**src/rtl/lpc_pkg.sv**
```systemverilog
/*
 Shared constants and types for the low-power clock and wake controller.
 Assumes a single 125 MHz system clock and an active-high asynchronous reset.
*/
package lpc_pkg;
    localparam int CLK_MHZ = 125;
    localparam int NPERIPH = 8;

    // Sleep mode encodings
    typedef enum logic [2:0] {
        SM_IDLE = 3'h1,
        SM_PDOWN = 3'h2,
        SM_PSAVE = 3'h3,
        SM_STDBY = 3'h6,
        SM_ESTDBY = 3'h7
    } lpc_sleep_t;

    // System clock source
    typedef enum logic [1:0] {
        SRC_RC = 2'h0,
        SRC_EXT = 2'h1,
        SRC_XTAL = 2'h2
    } lpc_clk_src_t;

    // Real-time clock source
    typedef enum logic [1:0] {
        RTC_XTAL = 2'h0,
        RTC_RC = 2'h1,
        RTC_ULP = 2'h2
    } lpc_rtc_src_t;

    // Supply-droop detector operating modes
    typedef enum logic [1:0] {
        DROOP_OFF = 2'h0,
        DROOP_CONT = 2'h1,
        DROOP_SAMPLED = 2'h2
    } lpc_droop_t;

    // Controller states, Gray coded from ST_SLEEP through ST_OSC_WAIT and ST_STARTUP to ST_ISR_LAT
    typedef enum logic [2:0] {
        ST_ACTIVE = 3'h0,
        ST_SLEEP = 3'h1,
        ST_OSC_WAIT = 3'h3,
        ST_STARTUP = 3'h2,
        ST_ISR_LAT = 3'h6
    } lpc_state_t;

    // Timing counts in system clock cycles; EE_WRITE_US in microseconds
    localparam logic [15:0] RC_STARTUP_CYC = 16'h0006;
    localparam logic [15:0] ISR_LAT_CYC = 16'h000D;
    localparam logic [15:0] NVM_REACT_CYC = 16'h000D;
    localparam logic [15:0] XTAL_CERAMIC_CYC = 16'h03E8;
    localparam logic [15:0] XTAL_QUARTZ_CYC = 16'h3E80;
    localparam int EE_WRITE_US = 4;
    localparam logic [15:0] EE_WRITE_CYC = 16'(EE_WRITE_US * CLK_MHZ);
    // 32 kHz to 1 kHz
    localparam logic [4:0] LF_DIV_LAST = 5'h1F;

    // Synchronised pin indices
    localparam int PIN_OSC_RDY = 0;
    localparam int PIN_PORT_IRQ = 1;
    localparam int PIN_TWI = 2;
    localparam int PIN_XTAL32 = 3;
    localparam int PIN_RC32 = 4;
    localparam int PIN_ULP = 5;
    localparam int NPIN = 6;

    // Wake sources
    typedef struct packed {
        logic port;
        logic twi;
        logic rtc;
        logic other;
    } lpc_wake_t;

    // Fuse settings
    typedef struct packed {
        lpc_droop_t droop_active;
        lpc_droop_t droop_sleep;
        logic on_chip_debug_feature;
        logic jtag_fuse_dis;
    } lpc_fuse_t;

    // Nonvolatile memory controller request from the CPU
    typedef struct packed {
        logic pr_en;
        logic access;
        logic target_ee;
    } lpc_nvm_req_t;
endpackage

```
**src/rtl/lpc_clk_prescaler.sv**
```systemverilog
/*
 Glitch-free prescaler producing a one-cycle clock enable at sys_clk/2^sel.
 Assumes sel may change at any cycle; it is taken only at a period boundary.
*/
`timescale 1ns/1ns
module lpc_clk_prescaler (
    input wire logic sys_clk,
    input wire logic sys_rst,
    input wire logic [2:0] div_sel,
    output logic tick
);
    typedef struct packed {
        logic [6:0] cnt;
        logic [2:0] sel;
    } lpc_pre_t;

    lpc_pre_t q, d;
    logic [6:0] last;

    always_comb begin
        d = q;
        last = 7'((8'h01 << q.sel) - 8'h01);
        tick = (q.cnt == last);
        if (tick) begin
            // New ratio only at wrap: no runt or short phase
            d.cnt = 7'h00;
            d.sel = div_sel;
        end else begin
            d.cnt = 7'(q.cnt + 7'h01);
        end
    end

    always_ff @(posedge sys_clk or posedge sys_rst) begin
        if (sys_rst) begin
            q <= '0;
        end else begin
            q <= d;
        end
    end
endmodule

```
**src/rtl/lpc_power_ctrl.sv**
```systemverilog
/*
 Low-power clock and wake controller: prescaling, sleep and wake sequencing,
 peripheral clock gating, RTC, watchdog and droop clocking, debug port
 clocks, nonvolatile memory power-down and EEPROM write timing.
 Assumes CPU and peripherals on sys_clk; oscillator and wake pins are
 asynchronous and are synchronised here.
*/
`timescale 1ns/1ns
module lpc_power_ctrl (
    input wire logic sys_clk,
    input wire logic sys_rst,
    input wire logic [2:0] prescale_sel,
    input wire logic sleep_req,
    input wire lpc_pkg::lpc_sleep_t sleep_mode,
    input wire lpc_pkg::lpc_clk_src_t clk_src,
    input wire logic [15:0] xtal_startup_cycles,
    input wire logic osc_ready,
    input wire logic async_port_irq,
    input wire logic twi_addr_match,
    input wire logic rtc_irq,
    input wire logic other_irq,
    input wire logic [lpc_pkg::NPERIPH-1:0] peripheral_clock_gate_bits,
    input wire lpc_pkg::lpc_rtc_src_t rtc_src_sel,
    input wire logic rtc_1k_sel,
    input wire logic crystal_low_power_select,
    input wire logic battery_rtc_variant,
    input wire logic low_freq_crystal_osc,
    input wire logic internal_rc_32k_osc,
    input wire logic ultra_low_power_osc,
    input wire logic wdt_enable,
    input wire lpc_pkg::lpc_fuse_t fuses,
    input wire logic jtag_sw_disable,
    input wire logic pdi_enable,
    input wire lpc_pkg::lpc_nvm_req_t nvm_req,
    input wire logic ee_write_start,
    output logic cpu_clk_en,
    output logic cpu_run,
    output logic [lpc_pkg::NPERIPH-1:0] periph_clk_en,
    output logic sysclk_src_run,
    output logic isr_start,
    output lpc_pkg::lpc_wake_t wake_pending,
    output logic rtc_clk_en,
    output logic xtal32_run,
    output logic rc32_run,
    output logic ulp_run,
    output logic xtal_lp_en,
    output logic wdt_tick,
    output logic droop_enable,
    output logic droop_sample,
    output logic jtag_clk_en,
    output logic pdi_clk_en,
    output logic flash_pd,
    output logic eeprom_pd,
    output logic cpu_stall,
    output logic ee_busy
);
    typedef struct packed {
        logic [lpc_pkg::NPIN-1:0] s1;
        logic [lpc_pkg::NPIN-1:0] s2;
        logic [lpc_pkg::NPIN-1:0] s3;
        lpc_pkg::lpc_state_t st;
        lpc_pkg::lpc_sleep_t mode;
        logic [15:0] cnt;
        lpc_pkg::lpc_wake_t pend;
        logic isr_go;
        logic [4:0] rtc_div;
        logic [4:0] ulp_div;
        logic rtc_tick;
        logic ulp_1k;
        logic jtag_sw_dis;
        logic nvm_stall;
        logic [15:0] nvm_cnt;
        logic [1:0] nvm_awake;
        logic [15:0] ee_cnt;
        logic ee_busy;
        logic droop_sample;
    } lpc_regs_t;

    lpc_regs_t q, d;
    logic pre_tick;
    logic periph_on;
    logic rtc_on;
    logic asleep;
    logic wake;
    logic [lpc_pkg::NPIN-1:0] rise;
    logic rtc_edge;
    lpc_pkg::lpc_wake_t w_now;
    lpc_pkg::lpc_droop_t droop_cfg;
    logic [15:0] xtal_dly;
    lpc_pkg::lpc_wake_t awake_mask;

    // Wake sources allowed in a given sleep mode
    function automatic lpc_pkg::lpc_wake_t wake_mask(input lpc_pkg::lpc_sleep_t m,
                                                     input logic bat);
        lpc_pkg::lpc_wake_t r;
        r.port = 1'b1;
        r.twi = 1'b1;
        r.rtc = bat || (m == lpc_pkg::SM_IDLE) || (m == lpc_pkg::SM_PSAVE)
                || (m == lpc_pkg::SM_ESTDBY);
        r.other = (m == lpc_pkg::SM_IDLE);
        return r;
    endfunction

    // Sleep modes that stop the system clock source
    function automatic logic src_stops(input lpc_pkg::lpc_sleep_t m);
        return (m == lpc_pkg::SM_PDOWN) || (m == lpc_pkg::SM_PSAVE);
    endfunction

    lpc_clk_prescaler u_pre (
        .sys_clk(sys_clk),
        .sys_rst(sys_rst),
        .div_sel(prescale_sel),
        .tick(pre_tick)
    );

    // Peripheral clock gating per module
    genvar gi;
    generate
        for (gi = 0; gi < lpc_pkg::NPERIPH; gi++) begin : g_gate
            assign periph_clk_en[gi] = pre_tick && periph_on
                                       && !peripheral_clock_gate_bits[gi];
        end
    endgenerate

    always_comb begin
        d = q;
        d.isr_go = 1'b0;
        d.rtc_tick = 1'b0;
        d.ulp_1k = 1'b0;
        d.droop_sample = 1'b0;

        // Synchronisers; s3 only feeds edge detection
        d.s1 = {ultra_low_power_osc, internal_rc_32k_osc, low_freq_crystal_osc,
                twi_addr_match, async_port_irq, osc_ready};
        d.s2 = q.s1;
        d.s3 = q.s2;
        rise = q.s2 & ~q.s3;

        asleep = (q.st == lpc_pkg::ST_SLEEP);
        periph_on = !(asleep && (q.mode != lpc_pkg::SM_IDLE))
                    && (q.st != lpc_pkg::ST_OSC_WAIT)
                    && (q.st != lpc_pkg::ST_STARTUP);
        sysclk_src_run = !(asleep && src_stops(q.mode))
                         && (q.st != lpc_pkg::ST_OSC_WAIT);
        awake_mask = wake_mask(q.mode, 1'b0);
        rtc_on = battery_rtc_variant || !asleep
                 || awake_mask.rtc;

        // Wake sources, latched until the ISR is entered
        w_now.port = q.s2[lpc_pkg::PIN_PORT_IRQ];
        w_now.twi = q.s2[lpc_pkg::PIN_TWI];
        w_now.rtc = rtc_irq;
        w_now.other = other_irq;
        d.pend = (q.isr_go ? '0 : q.pend) | w_now;
        wake = asleep && ((q.pend & wake_mask(q.mode, battery_rtc_variant)) != '0);

        xtal_dly = (xtal_startup_cycles == 16'h0000) ? 16'h0001 : xtal_startup_cycles;

        case (q.st)
            lpc_pkg::ST_ACTIVE: begin
                if (sleep_req) begin
                    d.st = lpc_pkg::ST_SLEEP;
                    d.mode = sleep_mode;
                end
            end
            lpc_pkg::ST_SLEEP: begin
                if (wake) begin
                    if (src_stops(q.mode)) begin
                        d.st = lpc_pkg::ST_OSC_WAIT;
                    end else begin
                        d.st = lpc_pkg::ST_ISR_LAT;
                        d.cnt = 16'(lpc_pkg::ISR_LAT_CYC - 16'h0001);
                    end
                end
            end
            lpc_pkg::ST_OSC_WAIT: begin
                if (q.s2[lpc_pkg::PIN_OSC_RDY]) begin
                    d.st = lpc_pkg::ST_STARTUP;
                    if (clk_src == lpc_pkg::SRC_XTAL) begin
                        d.cnt = 16'(xtal_dly - 16'h0001);
                    end else begin
                        d.cnt = 16'(lpc_pkg::RC_STARTUP_CYC - 16'h0001);
                    end
                end
            end
            lpc_pkg::ST_STARTUP: begin
                if (q.cnt == 16'h0000) begin
                    d.st = lpc_pkg::ST_ISR_LAT;
                    d.cnt = 16'(lpc_pkg::ISR_LAT_CYC - 16'h0001);
                end else begin
                    d.cnt = 16'(q.cnt - 16'h0001);
                end
            end
            lpc_pkg::ST_ISR_LAT: begin
                if (q.cnt == 16'h0000) begin
                    d.st = lpc_pkg::ST_ACTIVE;
                    d.isr_go = 1'b1;
                end else begin
                    d.cnt = 16'(q.cnt - 16'h0001);
                end
            end
            default: begin
                d.st = lpc_pkg::ST_ACTIVE;
            end
        endcase

        // RTC source and 1 kHz prescale
        if (battery_rtc_variant) begin
            rtc_edge = rise[lpc_pkg::PIN_XTAL32];
        end else begin
            case (rtc_src_sel)
                lpc_pkg::RTC_XTAL: rtc_edge = rise[lpc_pkg::PIN_XTAL32];
                lpc_pkg::RTC_RC: rtc_edge = rise[lpc_pkg::PIN_RC32];
                lpc_pkg::RTC_ULP: rtc_edge = rise[lpc_pkg::PIN_ULP];
                default: rtc_edge = 1'b0;
            endcase
        end
        if (rtc_on && rtc_edge) begin
            if (rtc_1k_sel) begin
                d.rtc_div = 5'(q.rtc_div + 5'h01);
                d.rtc_tick = (q.rtc_div == lpc_pkg::LF_DIV_LAST);
            end else begin
                d.rtc_tick = 1'b1;
            end
        end

        // ULTRA_LOW_POWER_OSC prescaled to 1 kHz for watchdog and droop sampling
        if (rise[lpc_pkg::PIN_ULP]) begin
            d.ulp_div = 5'(q.ulp_div + 5'h01);
            d.ulp_1k = (q.ulp_div == lpc_pkg::LF_DIV_LAST);
        end

        // Droop detector configuration by activity
        if (q.st == lpc_pkg::ST_ACTIVE || (asleep && q.mode == lpc_pkg::SM_IDLE)) begin
            droop_cfg = fuses.droop_active;
        end else begin
            droop_cfg = fuses.droop_sleep;
        end
        d.droop_sample = q.ulp_1k && (droop_cfg == lpc_pkg::DROOP_SAMPLED);

        // Software disable of scan port, cleared only by reset
        if (jtag_sw_disable) begin
            d.jtag_sw_dis = 1'b1;
        end

        // Powered-down memory access stalls the CPU
        if (q.nvm_stall) begin
            if (q.nvm_cnt == 16'h0000) begin
                d.nvm_stall = 1'b0;
                d.nvm_awake[nvm_req.target_ee] = 1'b1;
            end else begin
                d.nvm_cnt = 16'(q.nvm_cnt - 16'h0001);
            end
        end else if (nvm_req.access && nvm_req.pr_en
                     && !q.nvm_awake[nvm_req.target_ee]) begin
            d.nvm_stall = 1'b1;
            d.nvm_cnt = 16'(lpc_pkg::NVM_REACT_CYC - 16'h0001);
        end else if (!nvm_req.access || asleep) begin
            d.nvm_awake = 2'h0;
        end

        // EEPROM write: one length for byte or page
        if (q.ee_busy) begin
            if (q.ee_cnt == 16'h0000) begin
                d.ee_busy = 1'b0;
            end else begin
                d.ee_cnt = 16'(q.ee_cnt - 16'h0001);
            end
        end else if (ee_write_start) begin
            d.ee_busy = 1'b1;
            d.ee_cnt = 16'(lpc_pkg::EE_WRITE_CYC - 16'h0001);
        end
    end

    // Clock enables and status
    assign cpu_run = (q.st == lpc_pkg::ST_ACTIVE) && !q.nvm_stall;
    assign cpu_clk_en = pre_tick && cpu_run;
    assign cpu_stall = q.nvm_stall;
    assign isr_start = q.isr_go;
    assign wake_pending = q.pend;
    assign rtc_clk_en = q.rtc_tick;
    assign xtal32_run = rtc_on && (battery_rtc_variant
                        || rtc_src_sel == lpc_pkg::RTC_XTAL);
    assign rc32_run = rtc_on && !battery_rtc_variant
                      && (rtc_src_sel == lpc_pkg::RTC_RC);
    assign ulp_run = wdt_enable || (fuses.droop_active == lpc_pkg::DROOP_SAMPLED)
                     || (fuses.droop_sleep == lpc_pkg::DROOP_SAMPLED)
                     || (rtc_on && rtc_src_sel == lpc_pkg::RTC_ULP);
    assign xtal_lp_en = xtal32_run && crystal_low_power_select;
    assign wdt_tick = q.ulp_1k && wdt_enable;
    assign droop_enable = (droop_cfg != lpc_pkg::DROOP_OFF);
    assign droop_sample = q.droop_sample;
    assign jtag_clk_en = !fuses.jtag_fuse_dis && !q.jtag_sw_dis
                         && (q.st == lpc_pkg::ST_ACTIVE
                             || fuses.on_chip_debug_feature);
    assign pdi_clk_en = pdi_enable;
    assign flash_pd = asleep || (nvm_req.pr_en && !q.nvm_awake[0]);
    assign eeprom_pd = (asleep || (nvm_req.pr_en && !q.nvm_awake[1]))
                       && !q.ee_busy;
    assign ee_busy = q.ee_busy;

    always_ff @(posedge sys_clk or posedge sys_rst) begin
        if (sys_rst) begin
            q <= '0;
            q.mode <= lpc_pkg::SM_IDLE;
        end else begin
            q <= d;
        end
    end
endmodule

```
**config.mk**
```make
export PLATFORM = sky130hd
export DESIGN_NAME = lpc_power_ctrl
export DESIGN_NICKNAME = d
export VERILOG_FILES = /design/src/rtl/lpc_pkg.sv /design/src/rtl/lpc_clk_prescaler.sv /design/src/rtl/lpc_power_ctrl.sv
export SDC_FILE = /design/constraint.sdc
export NUM_CORES = 1
export LEC_CHECK = 0
export BUFFER_PORTS_ARGS = -buffer_cell sky130_fd_sc_hd__buf_2
export CORE_MARGIN = 2
export CORE_UTILIZATION = 50
export CTS_BUF_LIST = sky130_fd_sc_hd__clkbuf_2 sky130_fd_sc_hd__clkbuf_4 sky130_fd_sc_hd__clkbuf_8
export DETAILED_ROUTE_END_ITERATION = 12
export PLACE_DENSITY = 0.75
export SYNTH_ARGS = -nofsm -noshare
export SYNTH_HDL_FRONTEND = slang
export SYNTH_SLANG_ARGS = --single-unit
```
**constraint.sdc**
```tcl
create_clock -name sys_clk -period 4.1 [get_ports sys_clk]
set_input_delay 0.82 -clock sys_clk [delete_from_list [all_inputs] [get_ports sys_clk]]
set_output_delay 0.82 -clock sys_clk [all_outputs]
set_load 0.03 [all_outputs]
```
After elaboration in Yosys (flattened, before gate mapping)
Cells that the tools add are included.

Register bits after elaboration: 105. Input port bits: 61. Output and inout port bits: 30.

Add/subtract/negate cells: 8. Order comparisons: 2. Eq/ne operators: 31. Shift-type cells: 1. Muxes and demuxes: 40. Bitwise gates (word level): 5. Reductions and logical operators: 90.

Operators by type and width (number): $mux 16 (9); $logic_not 16->1 (4); $pmux 16 s4 (1); $sub 16x1->16 const B (4); $mux 17 (3); $logic_and 1x1->1 (34); $logic_not 1->1 (20); $mux 19 (1); $ne 2x2->1 const B (9); $logic_or 1x1->1 (17); $mux 3 (5); $pmux 3 s5 (1); $eq 3x2->1 const B (4); $mux 1 (11); $add 5x1->5 const B (2); $eq 2x2->1 const B (5); $eq 5x5->1 const B (2); $reduce_and 5->1 (2); $mux 2 (4); $reduce_and 2->1 (4); $reduce_bool 2->1 (4); $reduce_bool 4->1 (2); $add 7x1->7 const B (1); $eq 7x7->1 (1); 23 further kinds (27).

Depth between registers and ports, before layout
Gate-level depths: netlist of the first run.

Depth in word-level cells: 9. Mapped depth: 10. Mapped depth without buffers: 10.

Modules after synthesis
A second synthesis of the first run with hierarchy kept.

Cells, all modules: 579. Area, all modules: 5606.6 µm².

Modules (own cells, without submodules): lpc_power_ctrl (instances 1, cells an instance 518, area an instance 5011.1 µm², sequential area each 2303.5 µm²); lpc_clk_prescaler (instances 1, cells an instance 61, area an instance 595.6 µm², sequential area each 250.2 µm²).

Worst setup path after synthesis of the first run
OpenSTA, ideal clock, no wires.

Path type: register -> output. Start: register u_pre.q[7] (netlist name). End: output periph_clk_en[0] (netlist name). Data arrival time: 2.386 ns. Data required time: 3.280 ns. Path slack: 0.894 ns. Stages on the path, launching flop included: 7. Path buffers: 0. Cell sequence: dfrtp_1 or4_1 nor4b_1 a21oi_1 a2111oi_2 o21ai_1 nor2_1.

Word-level cells in the longest chain between the ends: 3.

RTL lines: from (decl) (RTL line lpc_clk_prescaler.sv:17) `lpc_pre_t q, d;`; from (signal assigned) (RTL line lpc_clk_prescaler.sv:35) `q <= '0;`; from (signal assigned) (RTL line lpc_clk_prescaler.sv:37) `q <= d;`; $eq 7x7->1 (RTL line lpc_clk_prescaler.sv:23) `tick = (q.cnt == last);`; $logic_and 1x1->1 (RTL line lpc_power_ctrl.sv:120) `assign periph_clk_en[gi] = pre_tick && periph_on`; $logic_and 1x1->1 (RTL line lpc_power_ctrl.sv:121) `&& !peripheral_clock_gate_bits[gi];`; to (decl) (RTL line lpc_power_ctrl.sv:38) `output logic [lpc_pkg::NPERIPH-1:0] periph_clk_en,`.

Every way passes these cells.

Worst setup path after layout of the first run
Start: register u_pre.q[7] (netlist name). End: output periph_clk_en[5] (netlist name).

Same word-level chain as after synthesis.

==> impl_results.md, run 1 <==
* Run status: finished, final reports clean
* Die extent in x at 108.5 um
* Number of enable flip-flop cells after synthesis at 0
* Per-instance average area after synthesis at 9.421 sq um
* Sink Count at 102
* Remaining antenna violation count after routing at 0
* Synth unique cells at 62
* Most frequently used flop master after synthesis: dfrtp_1
* Global-route wire length before repair at 20.29 mm
* Setup Viol. Count Final at 0
* Combined area of all synthesized cells at 5464 sq um
* # Max-Cap Violations at 0
* Yosys top cell area share at 0.4626
* Iteration-0 DRC Markers at 180
* TritonCTS buffer count at 9
* GRT Overall Usage at 0.2191
* Synth-to-layout area growth at 13.05%
* Final non-filler cell area at 6177 sq um
* Port bufs at 88
* ANT cells at 0
* Tcrit/Tclk final at 0.8593
* Total nets after synthesis at 651
* Clock transition at the register clock pins on the worst setup and hold paths after CTS at 0.10 ns
* Highest Clock Rate at 283.8 MHz
* Antenna violations before repair at 0
* Reg2Reg Depth at 6
* Post-DP Area at 5998 sq um
* # H-tree levels at 3
* Estimated wirelength of the detail-placed design at 9.273 mm
* Number of gates given a new drive strength after cts at 0
* Net count, final at 737
* Register bit total from synthesis at 102
* Cell count after synthesis at 580
* Post-DR wirelength/cell at 15.28 um
* 1st-pass router iterations at 5
* Largest buffer count on any clock path at 2
* Core Box Area at 10750 sq um
* Pin count of the biggest net entering global routing at 72
* Die Y-Extent at 108.5 um
* Global placement routability congestion at 0.9410
* Count of endpoints failing hold in the final timing report at 0
* Power per standard cell area at 547.5 nW/um^2
* Die Footprint at 11780 sq um
* Setup repair after global routing missed its margin: no
* Critical setup path kind: reg2out
* Final max-slew violation count at 0
* Fraction of registers with async set/reset at 1.000
* Worst min-delay path category: reg2reg
* Setup Buffers After CTS at 0
* Max Fanout on Critical Path at 8
* Hold Buf Count CTS at 0
* Starting utilization of the core area at 0.5085
* Total leakage power at 0.002725 uW
* Number of placement rows at 38
* Proportion of layout cells with a drive suffix above 1 at 0.2015
* Transition time at the pin with the least slew margin at 0.8894 ns
* Kind of end point of the critical path: output pin
* Fraction of the yosys area taken by sequential cells at 0.4674
* Cell depth of the worst hold path at 0
* Clock tree root buffer cell: clkbuf_8
* Slowest cell on crit path: or4_1
* Required arrival time at the worst endpoint at 3.28 ns
* Drt via density at 5.725
* Crit path launch type: flop
* YS warnings at 0
* Highest ir drop seen on vdd at 0.0003139 V
* Via count of the routed design at 4637
* Total I/O pin count at 91
* DRC violations left at 0
* WP data arrival at 2.70 ns
* Cells taking the most area after synthesis: dfrtp_1 46%, nor2_1 5.6%, xnor2_1 3.2%
* Sequence of cells on the critical path: or4_1, nor4b_1, a21oi_1, a2111oi_2, o21ai_1, nor2_1, buf_2
* Register-to-register setup slack at 1.16 ns
* Clk_lat worst skew at 0.37 ns
* Final worst clock skew at 0.01306 ns
* Aggregate negative setup slack at 0 ns
* Shortest clock period the worst path allows after layout at 3.523 ns
* Headroom to the max-slew limit at 0.4051
* CTS tree: done
* Max stage delay on crit path at 0.55 ns
* Library cell with the largest summed area after synthesis: dfrtp_1
* Via count of the first global-routing pass at 4286
* Post-Route WL at 12.38 mm
* Final global-route overflow total at 0
-- critical path: cells and delay by family, from the launching register on --
kind,cells,cell delay (ns)
compound gates,3,0.72
simple gates,3,0.96
flops,1,0.45
buf+inv,1,0.21
-- logic make-up (layout without fill, tap and decap cells) --
| family | count (synthesis) | after routing | synth area share |
|---|---|---|---|
| DFF | 102 | 102 | 0.4674 |
| xor gates and xnor gates | 37 | 37 | 0.05931 |
| AOI/OAI and AO/OA | 116 | 116 | 0.1385 |
| muxes | 14 | 14 | 0.02771 |
| buffers and inverters | 35 | 125 | 0.03252 |
| adders and majority gates | 10 | 10 | 0.02290 |
| and+or+nand+nor | 266 | 266 | 0.2517 |
-- synth_stat cells (6+ instances only) --
| library cell | count |
|---|---|
| a21o_1 | 7 |
| a21oi_1 | 22 |
| a31oi_1 | 8 |
| and2_1 | 6 |
| clkbuf_1 | 6 |
| dfrtp_1 | 101 |
| ha_1 | 10 |
| inv_1 | 19 |
| mux2_2 | 9 |
| nand2_1 | 41 |
| nand2b_1 | 6 |
| nand3_1 | 19 |
| nand4_1 | 6 |
| nor2_1 | 82 |
| nor2b_1 | 15 |
| nor3_1 | 26 |
| nor3b_1 | 7 |
| nor4_1 | 14 |
| o21ai_0 | 33 |
| o21ai_1 | 10 |
| or3_1 | 8 |
| or4_1 | 8 |
| xnor2_1 | 20 |
| xor2_1 | 17 |
-- through the flow --
stage	hold WS [ns]	setup WS [ns]	util	total power [uW]	std cells
floorplan	0.3312	0.6062	-	2488	580
global placement	0.3323	1.090	0.5582	2722	795
detailed placement	0.3355	0.9854	0.5582	2796	795
CTS	0.3575	0.5620	0.5749	3394	810
global route	0.3673	0.3411	0.5749	3643	810
finish	0.3569	0.5767	0.5749	3382	810
-- sequential cells by signal (all words and copies together) (netlist names) --
signal	count
cpu_stall	1
isr_start	1
d	12
droop_sample	1
rtc_clk_en	1
q	71
wake_pending	4
u_pre.q	10
ee_busy	1
-- metal layers --
metal	GRT usage	vias up	part of all wire
li1	-	2261	-
met1	0.2899	2219	0.44
met2	0.3580	136	0.48
met3	0.04641	21	0.051
met4	0.07509	0	0.020
met5	0	-	0
-- where the power goes --
group | switching, uW | internal (uW) | total, uW
clock network | 350 | 241 | 591
registers | 361 | 1320 | 1680
logic | 601 | 512 | 1110
total | 1310 | 2070 | 3380
-- worst paths after layout --
check,to,start
max reg2reg,q[63],q[62]
max,periph_clk_en[5],u_pre.q[7]
min in group asynchronous,d[84],sys_rst
min reg2reg,d[81],d[87]
max in group asynchronous,q[20],sys_rst
min,d[81],d[87]
-- cells in the final DEF (no fill, tap or decap), types with 14 or more instances in the layout --
cell type,instances
a21oi_1,22
nand2_1,41
nor2_1,82
nor3_1,26
xnor2_1,20
nand3_1,19
buf_2,88
inv_1,18
dfrtp_1,101
nor2b_1,15
xor2_1,17
o21ai_0,33
nor4_1,14
-- layout make-up --
| class | count | area, sq um |
|---|---|---|
| Clock buffer | 10 | 137.6 |
| Tap cell | 140 | 175.2 |
| Sequential cell | 102 | 2554 |
| Inverter | 19 | 73.82 |
| Fill cell | 998 | 4568 |
| Clock inverter | 5 | 41.29 |
| Multi-Input combinational cell | 443 | 2733 |
| Timing Repair Buffer | 91 | 462.9 |
Note: power is estimated with default switching activity, not from simulation.
==> run 2, diff against run 1 <==
--- a/config.mk
+++ b/config.mk
@@ -6,11 +6,12 @@
 export NUM_CORES = 1
 export LEC_CHECK = 0
 export BUFFER_PORTS_ARGS = -buffer_cell sky130_fd_sc_hd__buf_2
-export CORE_MARGIN = 2
+export CORE_MARGIN = 3
 export CORE_UTILIZATION = 50
 export CTS_BUF_LIST = sky130_fd_sc_hd__clkbuf_2 sky130_fd_sc_hd__clkbuf_4 sky130_fd_sc_hd__clkbuf_8
 export DETAILED_ROUTE_END_ITERATION = 12
 export PLACE_DENSITY = 0.75
+export RECOVER_POWER = 100
 export SYNTH_ARGS = -nofsm -noshare
 export SYNTH_HDL_FRONTEND = slang
 export SYNTH_SLANG_ARGS = --single-unit
==> impl_results.md, run 2 (synthesized netlist as in run 1, its figures left out) <==
* Run status: complete, but fails checks (was finished, final reports clean)
* Violated checks: max-capacitance violations, max-slew violations
* Clock transition at the register clock pins on the worst setup and hold paths after CTS at 0.10 ns (about the same)
* Worst min-delay path category: reg2reg (unchanged)
* DRC violations left at 0 (unchanged)
* Die Y-Extent at 110.5 um (was 108.5 um)
* Highest Clock Rate at 266.3 MHz (was 283.8 MHz)
* GRT Overall Usage at 0.1994 (was 0.2191)
* Final cell count without fillers at 808 (was 810)
* Max Fanout on Critical Path at 10 (was 8)
* WHS Endpoint: d[82] (was d[81])
* Register-to-register setup slack at 0.35 ns (was 1.16 ns)
* Global-route wire length before repair at 20.22 mm (was 20.29 mm)
* Global placement routability congestion at 0.9129 (was 0.9410)
* Proportion of layout cells with a drive suffix above 1 at 0.1503 (was 0.2015)
* Crit. Startpoint: q[62] (was u_pre.q[7])
* Hold Buf Count CTS at 0 (unchanged)
* Largest buffer count on any clock path at 2 (unchanged)
* Via count of the routed design at 4602 (was 4637)
* Die Footprint at 12220 sq um (was 11780 sq um)
* Commonest cells after routing, fill and taps aside: 101 x dfrtp_1, 82 x nor2_1, 59 x buf_2 (was 101 x dfrtp_1, 88 x buf_2, 82 x nor2_1)
* Starting utilization of the core area at 0.5222 (was 0.5085)
* Pin count of the biggest net entering global routing at 47 (was 72)
* Headroom to the max-slew limit at -0.2550 (was 0.4051)
* Transition time at the pin with the least slew margin at 1.872 ns (was 0.8894 ns)
* Highest ir drop seen on vdd at 0.0004279 V (was 0.0003139 V)
* Required arrival time at the worst endpoint at 4.33 ns (was 3.28 ns)
* Setup Viol. Count Final at 0 (unchanged)
* Aggregate negative setup slack at 0 ns (unchanged)
* Setup repair after global routing missed its margin: no (unchanged)
* Flip-flop count of the largest register, all copies and words added at 71 (unchanged)
* Reg2Reg Depth at 7 (was 6)
* 1st-pass router iterations at 5 (unchanged)
* Net count, final at 738 (was 737)
* Cell depth of the worst hold path at 0 (unchanged)
* WHS at 0.3709 ns (was 0.3569 ns)
* Post-DP Area at 6001 sq um (was 5998 sq um)
* Count of endpoints failing hold in the final timing report at 0 (unchanged)
* WP data arrival at 3.99 ns (was 2.70 ns)
* Shortest clock period the worst path allows after layout at 3.755 ns (was 3.523 ns)
* Crit path launch type: flop (unchanged)
* Inst Count DP at 792 (was 795)
* Commonest non-fill, non-tap cell in the layout: dfrtp_1 (unchanged)
* Critical setup path kind: reg2reg (was reg2out)
* Final worst clock skew at 0.01018 ns (was 0.01306 ns)
* Via count of the first global-routing pass at 4352 (was 4286)
* Total leakage power at 0.002614 uW (was 0.002725 uW)
* Endpoint of the most critical register-to-register path: q[69] (was q[63])
* Number of placement rows at 37 (was 38)
* Register with the highest flop count: q (unchanged)
* Synth-to-layout area growth at 12.23% (was 13.05%)
* Remaining antenna violation count after routing at 0 (unchanged)
* TritonCTS buffer count at 9 (unchanged)
* ANT cells at 0 (unchanged)
* Core occupancy in the finished layout at 0.5861 (was 0.5749)
* # Max-Cap Violations at 3 (was 0)
* Clk_lat worst skew at 0.38 ns (was 0.37 ns)
* # H-tree levels at 3 (unchanged)
* Post-DR wirelength/cell at 15.05 um (was 15.28 um)
* Core Box Area at 10460 sq um (was 10750 sq um)
* Post-Route WL at 12.16 mm (was 12.38 mm)
* Final max-slew violation count at 91 (was 0)
* Sink Count at 102 (unchanged)
* Die extent in x at 110.5 um (was 108.5 um)
* Tcrit/Tclk final at 0.9157 (was 0.8593)
* Port bufs at 88 (unchanged)
* Kind of end point of the critical path: flop (was output pin)
* Hold Crit Start: d[88] (was d[87])
* Power per standard cell area at 556.0 nW/um^2 (was 547.5 nW/um^2)
* Worst reg2reg startpoint: q[62] (unchanged)
* CTS tree: done (unchanged)
* Antenna violations before repair at 0 (unchanged)
* Total I/O pin count at 91 (unchanged)
* Final non-filler cell area at 6132 sq um (was 6177 sq um)
* Clock tree root buffer cell: clkbuf_8 (unchanged)
* Final global-route overflow total at 0 (unchanged)
* Iteration-0 DRC Markers at 248 (was 180)
* Setup Buffers After CTS at 0 (unchanged)
* Drt via density at 5.696 (was 5.725)
* Number of gates given a new drive strength after cts at 0 (unchanged)
* Estimated wirelength of the detail-placed design at 9.193 mm (was 9.273 mm)
==> run 2: critical path, stage by stage, from the launching register on <==
cell and delay, ns:
dfrtp_1 0.46, or4_1 0.61, or4_4 0.47, o41ai_1 1.38, buf_4 0.34, nor2_1 0.10
nand3_1 0.12, o311ai_0 0.14
==> run 2: layout make-up <==
class	count	area [sq um]
Inverter	19	72.57
Timing Repair Buffer	92	422.9
Clock inverter	5	63.81
Fill cell	934	4330
Sequential cell	102	2554
Tap cell	136	170.2
Multi-Input combinational cell	443	2704
Clock buffer	11	145.1
==> run 2: metal layers <==
layer | track usage | up-vias | wire length (um)
li1 | - | 2261 | -
met1 | 0.2666 | 2190 | 5573
met2 | 0.3240 | 126 | 5683
met3 | 0.05151 | 25 | 680
met4 | 0.05255 | 0 | 220
met5 | 0 | - | 0
==> run 2: worst max-delay path by stage <==
stage / endpoint / slack [ns]
final: q[69] / 0.35
after global routing: q[65] / 0.19
after CTS: periph_clk_en[1] / 0.56
after detailed placement: periph_clk_en[1] / 0.99
after global placement: ulp_run / 1.08
after floorplan: cpu_stall / 0.61
==> run 2: through the flow <==
step	worst slack [ns]	total power (uW)
2_1_floorplan	0.6062	2488
3_3_place_gp	1.083	2725
3_5_place_dp	0.9892	2782
4_1_cts	0.5611	3461
5_1_grt	0.1896	3675
6_report	0.3455	3409
==> run 2: power by group <==
group	total [uW]	internal (uW)	switching (uW)	leakage (uW)
Combinational	1080	494	585	0.00128
Sequential	1660	1320	345	0.00123
Clock	667	312	355	0.000109
